## src/mcc_defines.vh

```
// constants for the memory crc check engine
// guarded for more than one includer; plain verilog-2005, no process or assignment here
//
// Functional notes
// - checksum is crc-64 ecma: reflected polynomial, all-ones seed, inverted result
// - computed code is compared with the 64-bit expected value from the command
// - pass or fail shows as flag status bit 3, one meaning fail
// - on fail the computed code lands in the readback buffer; never on pass
// - read-buffer command 96h returns buffer from location zero, low byte first
// - buffer clears to zero at the start of every check
// - buffer clears to zero on power-up, hardware and software reset
// - read past location 7 returns zero bytes
// - third byte ffh selects whole array, feh selects an address range
// - range bytes 12-14 start, 16-18 end, low first; 15 and 19 unused
// - check starts only when chip select rises after a complete sequence
// - interrupt status bit 1 is zero while running, one once done
// - interrupt mask bit 1 keeps completion off the interrupt output
// - range addresses apply inside the currently selected die
// - signalling-sequence reset does not abort a running check
`ifndef MCC_DEFINES_VH
`define MCC_DEFINES_VH
// ************************************************
// command bytes
// ************************************************
`define MCC_OP_ACTIVATE   8'h9b
`define MCC_OP_SUB_CRC    8'h27
`define MCC_OP_RD_BUF     8'h96
`define MCC_SCOPE_ALL     8'hff
`define MCC_SCOPE_RANGE   8'hfe
// byte positions within a sequence, counted from one
`define MCC_IDX_EXP_FIRST 5'h04
`define MCC_IDX_EXP_LAST  5'h0b
`define MCC_IDX_STA_FIRST 5'h0c
`define MCC_IDX_STA_LAST  5'h0e
`define MCC_IDX_END_FIRST 5'h10
`define MCC_IDX_END_LAST  5'h12
`define MCC_IDX_RNG_DONE  5'h13
// ************************************************
// crc and array
// ************************************************
`define MCC_CRC_POLY_REF  64'hc96c5795d7870f42
`define MCC_CRC_SEED      64'hffffffffffffffff
`define MCC_ADDR_FIRST    24'h000000
`define MCC_ADDR_LAST     24'hffffff
`define MCC_BUF_LOCS      7'h40
`define MCC_FSR_FAIL_BIT  3
`define MCC_ISR_DONE_BIT  1
`endif

```

## src/mcc_crc_engine.v

```verilog
// memory crc check engine: serial command decode, crc-64 walk, readback buffer
// assumes a single-line spi mode 0 link sampled by clk_sys (sck well below
// clk_sys/4), and an array read port answering on the clk_sys domain
`timescale 1ns/1ns
`default_nettype none
`include "mcc_defines.vh"
module mcc_crc_engine
(
    input  wire        clk_sys,
    input  wire        rst_n,
    input  wire        hw_rst_pin_n,
    input  wire        soft_rst,
    input  wire        sig_rst,
    input  wire        spi_cs_n,
    input  wire        spi_sck,
    input  wire        spi_si,
    output reg         spi_so_r,
    output reg         spi_so_oe_n_r,
    input  wire [1:0]  die_sel,
    output reg         mem_rd_r,
    output reg  [23:0] mem_addr_r,
    output reg  [1:0]  mem_die_r,
    input  wire        mem_ack,
    input  wire [7:0]  mem_rdata,
    input  wire [7:0]  int_mask,
    input  wire        done_clr,
    output reg  [7:0]  flag_status_r,
    output reg  [7:0]  int_status_r,
    output reg         irq_r,
    output reg         busy_r
);
    // ************************************************
    // functions
    // ************************************************
    // one byte through the reflected crc-64
    function [63:0] crc_byte;
        input [63:0] c;
        input [7:0]  d;
        integer      k;
        reg   [63:0] t;
        begin
            t = c ^ {56'h0, d};
            for (k = 0; k < 8; k = k + 1)
                t = t[0] ? ((t >> 1) ^ `MCC_CRC_POLY_REF) : (t >> 1);
            crc_byte = t;
        end
    endfunction

    // ************************************************
    // state encoding
    // ************************************************
    localparam [3:0] ST_IDLE = 4'h1;
    localparam [3:0] ST_READ = 4'h2;
    localparam [3:0] ST_GAP  = 4'h4;
    localparam [3:0] ST_FIN  = 4'h8;

    // ************************************************
    // synchronisers and edge detect
    // ************************************************
    reg  [3:0] sync1_r;
    reg  [3:0] sync2_r;
    reg        sck_prev_r;
    reg        cs_prev_r;
    wire       cs_n_s  = sync2_r[0];
    wire       sck_s   = sync2_r[1];
    wire       si_s    = sync2_r[2];
    wire       hw_rst  = ~sync2_r[3];
    wire       sck_rise = ~cs_n_s & sck_s & ~sck_prev_r;
    wire       sck_fall = ~cs_n_s & ~sck_s & sck_prev_r;
    wire       cs_rise  = cs_n_s & ~cs_prev_r;
    wire       eng_rst  = hw_rst | soft_rst;

    // two flops on every pin input
    always @(posedge clk_sys or negedge rst_n)
    begin
        if (!rst_n)
        begin
            sync1_r    <= 4'h9; // idle pin levels: reset and cs high, sck and si low
            sync2_r    <= 4'h9;
            sck_prev_r <= 1'b0;
            cs_prev_r  <= 1'b1;
        end
        else
        begin
            sync1_r    <= {hw_rst_pin_n, spi_si, spi_sck, spi_cs_n};
            sync2_r    <= sync1_r;
            sck_prev_r <= sync2_r[1];
            cs_prev_r  <= sync2_r[0];
        end
    end

    // ************************************************
    // command decoder
    // ************************************************
    reg  [7:0]  rx_sh_r;
    reg  [2:0]  bit_cnt_r;
    reg  [4:0]  byte_idx_r;
    reg         seq_ok_r;
    reg         scope_rng_r;
    reg         rd_mode_r;
    reg  [63:0] exp_r;
    reg  [23:0] sta_r;
    reg  [23:0] end_r;
    reg  [7:0]  tx_sh_r;
    reg  [6:0]  rd_loc_r;
    reg  [63:0] buf_r;
    wire [7:0]  rx_byte = {rx_sh_r[6:0], si_s};
    wire        byte_done = sck_rise & (bit_cnt_r == 3'h7);
    wire [4:0]  idx_nxt = (byte_idx_r == 5'h1f) ? byte_idx_r : byte_idx_r + 5'h01;
    wire        seq_full = seq_ok_r &
                    (scope_rng_r ? (byte_idx_r >= `MCC_IDX_RNG_DONE)
                                 : (byte_idx_r >= `MCC_IDX_EXP_LAST));
    wire [7:0]  buf_byte = (rd_loc_r < 7'h08) ? buf_r[{rd_loc_r[2:0], 3'h0} +: 8] : 8'h00;
    wire [6:0]  loc_nxt = (rd_loc_r > `MCC_BUF_LOCS) ? rd_loc_r : rd_loc_r + 7'h01;

    // shift in bytes and capture sequence fields
    always @(posedge clk_sys or negedge rst_n)
    begin
        if (!rst_n)
        begin
            rx_sh_r     <= 8'h00;
            bit_cnt_r   <= 3'h0;
            byte_idx_r  <= 5'h00;
            seq_ok_r    <= 1'b0;
            scope_rng_r <= 1'b0;
            rd_mode_r   <= 1'b0;
            exp_r       <= 64'h0;
            sta_r       <= 24'h0;
            end_r       <= 24'h0;
            tx_sh_r     <= 8'h00;
            rd_loc_r    <= 7'h00;
        end
        else if (eng_rst | sig_rst | cs_n_s)
        begin
            // any reset, or deselect, drops the partial sequence
            bit_cnt_r  <= 3'h0;
            byte_idx_r <= 5'h00;
            rd_mode_r  <= 1'b0;
            rd_loc_r   <= 7'h00;
            if (eng_rst | sig_rst | ~cs_rise)
                seq_ok_r <= 1'b0;
            else
                seq_ok_r <= seq_ok_r;
        end
        else
        begin
            if (sck_rise)
            begin
                rx_sh_r   <= rx_byte;
                bit_cnt_r <= bit_cnt_r + 3'h1;
            end
            if (sck_fall)
                tx_sh_r <= {tx_sh_r[6:0], 1'b0};
            if (byte_done)
            begin
                byte_idx_r <= idx_nxt;
                // byte numbers count from one
                case (idx_nxt)
                    5'h01:
                    begin
                        seq_ok_r  <= (rx_byte == `MCC_OP_ACTIVATE);
                        rd_mode_r <= (rx_byte == `MCC_OP_RD_BUF);
                    end
                    5'h02: seq_ok_r <= seq_ok_r & (rx_byte == `MCC_OP_SUB_CRC);
                    5'h03:
                    begin
                        scope_rng_r <= (rx_byte == `MCC_SCOPE_RANGE);
                        seq_ok_r    <= seq_ok_r & ((rx_byte == `MCC_SCOPE_ALL) |
                                                   (rx_byte == `MCC_SCOPE_RANGE));
                    end
                    default:
                    begin
                        if (idx_nxt >= `MCC_IDX_EXP_FIRST && idx_nxt <= `MCC_IDX_EXP_LAST)
                            exp_r <= {rx_byte, exp_r[63:8]};
                        if (idx_nxt >= `MCC_IDX_STA_FIRST && idx_nxt <= `MCC_IDX_STA_LAST)
                            sta_r <= {rx_byte, sta_r[23:8]};
                        if (idx_nxt >= `MCC_IDX_END_FIRST && idx_nxt <= `MCC_IDX_END_LAST)
                            end_r <= {rx_byte, end_r[23:8]};
                    end
                endcase
                // next read-buffer byte, low location first, zero past the end
                if (rd_mode_r | (idx_nxt == 5'h01 && rx_byte == `MCC_OP_RD_BUF))
                begin
                    tx_sh_r  <= buf_byte;
                    rd_loc_r <= loc_nxt;
                end
            end
        end
    end

    // serial output: msb of the loaded byte after each falling clock
    always @(posedge clk_sys or negedge rst_n)
    begin
        if (!rst_n)
        begin
            spi_so_r      <= 1'b0;
            spi_so_oe_n_r <= 1'b1;
        end
        else
        begin
            spi_so_oe_n_r <= ~(rd_mode_r & ~cs_n_s);
            if (sck_fall)
                spi_so_r <= tx_sh_r[7];
        end
    end

    // ************************************************
    // check engine
    // ************************************************
    reg  [3:0]  state_r;
    reg  [63:0] crc_r;
    reg  [23:0] last_r;
    wire        start = cs_rise & seq_full & ~busy_r & ~eng_rst;
    wire [63:0] crc_final = ~crc_r;
    wire        fail = (crc_final != exp_r);

    // walk the array, then compare and post the result
    always @(posedge clk_sys or negedge rst_n)
    begin
        if (!rst_n)
        begin
            state_r       <= ST_IDLE;
            crc_r         <= `MCC_CRC_SEED;
            last_r        <= 24'h0;
            buf_r         <= 64'h0;
            mem_rd_r      <= 1'b0;
            mem_addr_r    <= 24'h0;
            mem_die_r     <= 2'h0;
            flag_status_r <= 8'h00;
            int_status_r  <= 8'h00;
            irq_r         <= 1'b0;
            busy_r        <= 1'b0;
        end
        else if (eng_rst)
        begin
            // hardware and software reset abort and clear; sig_rst does not
            state_r       <= ST_IDLE;
            buf_r         <= 64'h0;
            mem_rd_r      <= 1'b0;
            flag_status_r <= 8'h00;
            int_status_r  <= 8'h00;
            irq_r         <= 1'b0;
            busy_r        <= 1'b0;
        end
        else
        begin
            irq_r <= int_status_r[`MCC_ISR_DONE_BIT] & ~int_mask[`MCC_ISR_DONE_BIT];
            case (state_r)
                ST_IDLE:
                begin
                    if (done_clr)
                        int_status_r[`MCC_ISR_DONE_BIT] <= 1'b0;
                    if (start)
                    begin
                        buf_r      <= 64'h0;
                        crc_r      <= `MCC_CRC_SEED;
                        mem_die_r  <= die_sel;
                        mem_addr_r <= scope_rng_r ? sta_r : `MCC_ADDR_FIRST;
                        last_r     <= ~scope_rng_r ? `MCC_ADDR_LAST :
                                      (end_r < sta_r) ? sta_r : end_r;
                        int_status_r[`MCC_ISR_DONE_BIT] <= 1'b0;
                        busy_r     <= 1'b1;
                        mem_rd_r   <= 1'b1;
                        state_r    <= ST_READ;
                    end
                end
                ST_READ:
                begin
                    if (mem_ack)
                    begin
                        crc_r    <= crc_byte(crc_r, mem_rdata);
                        mem_rd_r <= 1'b0;
                        state_r  <= (mem_addr_r == last_r) ? ST_FIN : ST_GAP;
                    end
                end
                ST_GAP:
                begin
                    mem_addr_r <= mem_addr_r + 24'h000001;
                    mem_rd_r   <= 1'b1;
                    state_r    <= ST_READ;
                end
                ST_FIN:
                begin
                    if (fail)
                        buf_r <= crc_final;
                    // result and completion land in one cycle
                    flag_status_r[`MCC_FSR_FAIL_BIT] <= fail;
                    int_status_r[`MCC_ISR_DONE_BIT]  <= 1'b1;
                    busy_r  <= 1'b0;
                    state_r <= ST_IDLE;
                end
                default:
                    state_r <= ST_IDLE;
            endcase
        end
    end
endmodule
`default_nettype wire

```

## config.mk

```make
export PLATFORM = sky130hd
export DESIGN_NAME = mcc_crc_engine
export DESIGN_NICKNAME = d
export VERILOG_FILES = /design/src/mcc_crc_engine.v
export VERILOG_INCLUDE_DIRS = /design/src
export SDC_FILE = /design/constraint.sdc
export NUM_CORES = 1
export LEC_CHECK = 0
export BUFFER_PORTS_ARGS = -buffer_cell sky130_fd_sc_hd__buf_2
export CORE_MARGIN = 5
export CORE_UTILIZATION = 50
export DETAILED_ROUTE_END_ITERATION = 10
export PLACE_DENSITY = 0.67
export SYNTH_ARGS = -nofsm -noshare
export SYNTH_HDL_FRONTEND = slang
export SYNTH_SLANG_ARGS = --single-unit
```

## constraint.sdc

```tcl
create_clock -name clk_sys -period 6.3 [get_ports clk_sys]
set_input_delay 0.315 -clock clk_sys [delete_from_list [all_inputs] [get_ports clk_sys]]
set_output_delay 0.315 -clock clk_sys [all_outputs]
set_load 0.005 [all_outputs]
```

# [Word-level counts from Yosys, hierarchy flattened]
# Index checks and enable logic that the tools add are counted.
[totals] ff_bits=344 in_bits=28 out_inout_bits=47 elab_cells=200
[classes] add_sub_neg=4 magnitude_cmp=11 eq_ne=24 shifts=1 mux=59 bitwise=42 n_reduce_logical=31
[op_table] operator="64-bit two-way mux" count=13
[op_table] operator="32-bit NOT with 33-bit output" count=8
[op_table] operator="64-bit one-hot mux with 2 select lines" count=2
[op_table] operator="24-bit two-way mux" count=4
[op_table] operator="64-bit inequality test" count=1
[op_table] operator="64-bit NOT" count=1
[op_table] operator="64-bit by 7-bit indexed part select with 8-bit output" count=1
[op_table] operator="64-bit by 8-bit bitwise XOR with 64-bit output" count=1
[op_table] operator="24-bit one-hot mux with 2 select lines" count=1
[op_table] operator="8-bit equality test (second input constant)" count=4
[op_table] operator="8-bit two-way mux" count=4
[op_table] operator="7-bit two-way mux" count=4
[op_table] operator="24-bit by 1-bit adder with 24-bit output (second input constant)" count=1
[op_table] operator="24-bit equality test" count=1
[op_table] operator="24-bit less-than comparator" count=1
[op_table] operator="3-bit AND reduction" count=7
[op_table] operator="1-bit two-way mux" count=17
[op_table] operator="4-bit two-way mux" count=4
[op_table] operator="4-bit AND reduction" count=4
[op_table] operator="5-bit two-way mux" count=3
[op_table] operator="1-bit AND" count=14
[op_table] operator="2-bit nonzero test" count=7
[op_table] operator="1-bit NOT" count=12
[op_table] operator="4-bit one-hot mux with 3 select lines" count=1
[op_table] operator="32 further kinds" count=56

# [Longest topological paths before layout]
[logic_depth] depth_word=19 mapped_depth=11 depth_no_buf=10

# [Worst setup path after synthesis]
# Ideal clock, no wire load.
[synth_path] kind="register to register" start="reg sta_r[21]" end="reg last_r[10]" setup_ns=0.137 t_arrival_ns=2.683 t_required_ns=6.163 setup_slack_ns=3.480 path_stages_with_launch=11 path_buffers=1 period_less_slack_ns=2.820 path_cell_list="dfrtp_1 -> inv_1 -> ha_1 -> a21o_1 -> a21o_1 -> a221o_1 -> a211o_1 -> a41oi_1 -> buf_2 -> mux2i_1 -> a21oi_1"
[synth_via] elab_chain_len=3
[synth_lines] item="start: declaration" line_no="mcc_crc_engine.v:102" rtl="reg [23:0] sta_r;"
[synth_lines] item="start signal: assignment" line_no="mcc_crc_engine.v:176" rtl="sta_r <= {rx_byte, sta_r[23:8]};"
[synth_lines] item="24-bit less-than comparator" line_no="mcc_crc_engine.v:260" rtl="(end_r < sta_r) ? sta_r : end_r;"
[synth_lines] item="24-bit two-way mux" line_no="mcc_crc_engine.v:260"
[synth_lines] item="24-bit two-way mux" line_no="mcc_crc_engine.v:259" rtl="last_r <= ~scope_rng_r ? `MCC_ADDR_LAST :"
[synth_lines] item="end signal: assignment" line_no="mcc_crc_engine.v:259"
[synth_lines] item="end: declaration" line_no="mcc_crc_engine.v:212" rtl="reg [23:0] last_r;"
# Every way passes these cells.
# A chain may end at the register's enable or synchronous reset.

# [Final worst setup path]
[layout_path] start="reg crc_r[27]" end="reg buf_r[11]"
[layout_via] elab_chain_len=4
[layout_lines] item="start: declaration" line_no="mcc_crc_engine.v:211" rtl="reg [63:0] crc_r;"
[layout_lines] item="start signal: assignment" line_no="mcc_crc_engine.v:223" rtl="crc_r <= `MCC_CRC_SEED;"
[layout_lines] item="start signal: assignment" line_no="mcc_crc_engine.v:256" rtl="crc_r <= `MCC_CRC_SEED;"
[layout_lines] item="start signal: assignment" line_no="mcc_crc_engine.v:271" rtl="crc_r <= crc_byte(crc_r, mem_rdata);"
[layout_lines] item="64-bit NOT" line_no="mcc_crc_engine.v:214" rtl="wire [63:0] crc_final = ~crc_r;"
[layout_lines] item="64-bit inequality test" line_no="mcc_crc_engine.v:215" rtl="wire fail = (crc_final != exp_r);"
[layout_lines] item="3-bit inequality test (no source line)"
[layout_lines] item="3-bit AND reduction (no source line)"
[layout_lines] item="end signal: assignment" line_no="mcc_crc_engine.v:285" rtl="buf_r <= crc_final;"
[layout_lines] item="end: declaration" line_no="mcc_crc_engine.v:106" rtl="reg [63:0] buf_r;"
# Every way passes these cells.

==> flow_metrics.tcl <==
set metrics [dict create \
    clock.fmax_mhz 278 \
    wirelength_met1_um 19400 \
    floorplan.initialDensity_pct 50.5 \
    cp_common_cell "nand4_1" \
    finClkSkew_ns 0.0254 \
    layout_common_cells "272 x dfrtp_1, 145 x nor2_1, 138 x a21oi_1" \
    synthMuxAreaShare_pct 10.6 \
    wl_met2_um 21300 \
    cts_sinks 344 \
    vias 12200 \
    tns_ns 0 \
    first_global_vias 12200 \
    hold_violations 0 \
    min_path_cells 2 \
    synth_edf_count 0 \
    synth_cell_types 64 \
    rsz0062_at_grt "false" \
    drt_iter0_markers 833 \
    fin_ws_ns 2.70 \
    cp_max_fo 37 \
    ctsHoldBuffers 6 \
    synth-seq-area-share_pct 50.0 \
    arrival_ns 4.03 \
    leakage_nw 9.30 \
    final_common_cell "dfrtp_1" \
    final-max-slew-violation-count 0 \
    cts_setup_buffers 0 \
    h-tree-depth 2 \
    syn-cell-area_um2 17400 \
    coreArea_um2 34500 \
    criticalPathCategory "reg -> reg" \
    hp-class "in -> reg" \
    wl_met3_um 2680 \
    start_kind "flop" \
    drc 0 \
    pin_count 75 \
    fp.dieArea_um2 38600 \
    netlist_instances 1557 \
    drive_above_1_share_pct 21.3 \
    max_cap_viol_count 0 \
    synth_top_family_by_area "XOR/XNOR gates" \
    finalCritPeriodShare_pct 57.1 \
    end_kind "flop" \
    wl_um 44400 \
    grt_usage_pct 23.1 \
    slowest_delay_ns 0.83 \
    hpwl_um 30200 \
    reg2regPathDepth 7 \
    fin_util_pct 56.3 \
    die_height_um 197 \
    final.min_clock_period_ns 3.60 \
    tightest_slew_ns 1.18 \
    crit_chain "xor2_1 > nand4_1 > nor4_1 > nand4_1 > o21ai_4 > buf_4 > o2bb2ai_1" \
    diodes 0 \
    grt_overflow 0 \
    num_rows 68 \
    layout.nets 1650 \
    first_pass_iters 5 \
    required_ns 6.74 \
    root_buffer "clkbuf_16" \
    yosys_warnings 0 \
    pre_cts_ws_ns 2.80 \
    synth_ff_type "dfrtp_1" \
    nFillCells 2917 \
    viasPerCell 5.88 \
    crit_slowest_cell "o21ai_4" \
    die_w_um 197 \
    async_reset_ff_share_pct 100 \
    grt_start_max_net_pins 140 \
    gp_congestion 0.877 \
    avgRoutedWirePerCell_um 21.4 \
    cts_tree "yes" \
    power_density_nw_per_um2 246 \
    synthAdderAreaFrac_pct 2.16 \
    syn_to_final_growth_pct 11.5 \
    grt_pass1_wl_um 71300 \
    setup_viol 0 \
    synth_simple_gate_area_share_pct 9.10 \
    clkTransAtPathRegs_ns 0.06 \
    ir_drop_mv 0.175 \
    drtAntennaViolNets 0 \
    synth-compound-area-share_pct 12.0 \
    slew_headroom_pct 21.2 \
    clock_path_buffers 3 \
    portBuffers 53 \
    ys_ff_latch 344 \
    outcome "finished, final reports clean" \
    top_layer_used "met4" \
    syn_area_per_cell_um2 11.2 \
    cts_made_buffers 38 \
    synthXorXnorAreaFrac_pct 13.1 \
    clock_latency_ns 0.53 \
    antenna_found_initial 0 \
    post_cts_resized 0 \
]
==> worst max-delay path, delay by kind of cell (launching register included) <==
| kind | cells | cell delay [ns] |
|---|---|---|
| AO/OA/AOI/OAI | 2 | 1.02 |
| XOR/XNOR | 1 | 0.32 |
| buffers and inverters | 1 | 0.54 |
| flip-flops | 1 | 0.57 |
| AND/OR/NAND/NOR | 3 | 1.01 |
==> cells in the mapped netlist, types with 3 or more instances <==
master | number | area, um^2
o21ai_0 | 50 | 250
nand4_1 | 28 | 175
xor2_1 | 130 | 1140
mux2_2 | 95 | 1070
a32oi_1 | 3 | 26.3
nor3b_1 | 3 | 22.5
dfrtp_1 | 273 | 6830
a21oi_1 | 139 | 696
xnor2_1 | 89 | 780
xnor2_4 | 7 | 193
nor3_1 | 16 | 80.1
and4_1 | 3 | 26.3
nand2_1 | 66 | 248
nand3_1 | 24 | 120
ha_1 | 30 | 375
and2_1 | 6 | 37.5
a31oi_1 | 30 | 188
a41oi_1 | 5 | 43.8
a21o_1 | 8 | 60.1
o22ai_1 | 8 | 50.1
inv_1 | 30 | 113
mux2i_1 | 36 | 360
and3_1 | 8 | 50.1
nor4b_1 | 4 | 35.0
dfstp_2 | 71 | 1870
nor4_1 | 10 | 62.6
buf_1 | 7 | 26.3
buf_4 | 14 | 105
nor2_1 | 146 | 548
clkbuf_1 | 73 | 274
o22a_1 | 5 | 43.8
mux4_2 | 16 | 360
nor2b_1 | 3 | 18.8
o2bb2ai_1 | 64 | 561
nand3b_1 | 3 | 22.5
nand2b_1 | 10 | 62.6
xnor2_2 | 6 | 97.6
mux2_1 | 5 | 56.3
==> kinds of logic (layout without fill, tap and decap cells) <==
group,after synthesis,in the layout
xor+xnor,235,235
mux,152,152
buf+inv,127,176
fa+ha+maj,30,30
other cells,1,14
flops,344,344
simple gates,338,338
compound gates,330,330
==> layout make-up <==
cell class | instances | area (um^2) | share of cell area (%)
Clock inverter | 8 | 87.6 | 0.451
Sequential cell | 344 | 8700 | 44.8
Timing Repair Buffer | 79 | 498 | 2.57
Tap cell | 455 | 569 | 2.93
Inverter | 30 | 113 | 0.580
Clock buffer | 59 | 1150 | 5.93
Multi-Input combinational cell | 1099 | 8290 | 42.7
==> worst paths after layout <==
kind	end	slack, ns	start
worst max-delay path	buf_r[11]	2.70	crc_r[27]
worst min-delay path	mem_die_r[1]	0.03	die_sel[1]
worst max register to register	buf_r[11]	2.70	crc_r[27]
worst min register to register	sync2_r[2]	0.35	sync1_r[2]
max in group asynchronous	end_r[21]	4.57	rst_n
min in group asynchronous	last_r[5]	0.38	rst_n
==> flip-flops by register name, indices dropped and copies added, names as in the netlist, 2 cells and up <==
signal	count
bit_cnt_r	3
buf_r	64
rx_sh_r	7
end_r	24
sync1_r	4
sync2_r	4
rd_loc_r	7
byte_idx_r	5
tx_sh_r	8
mem_addr_r	24
state_r	4
crc_r	64
mem_die_r	2
sta_r	24
exp_r	64
last_r	24
==> metal layers <==
layer  vias up  global-route usage [%]
met5         -                       0
met4         0                    6.03
met3        73                    3.71
met2       395                    37.1
met1      6169                    33.1
li1       5556                       -
==> where the power goes <==
| group | total, W | internal (W) | switching, W |
|---|---|---|---|
| sequential | 0.00224 | 0.00223 | 0.0000147 |
| combinational | 0.000352 | 0.000131 | 0.000221 |
| clock | 0.00219 | 0.00130 | 0.000886 |
==> through the flow <==
stage               instance area [um^2]  hold WS (ns)  instances  power (W)
global route                       19400        0.0340       2074    0.00496
CTS                                19400        0.0169       2074    0.00483
floorplan                          17500        0.0194       1570    0.00251
finish                             19400        0.0321       2074    0.00478
detailed placement                 18100         0.343       2001    0.00263
global placement                   18100         0.339       2001    0.00262
Power figures use the tool's default switching activity.
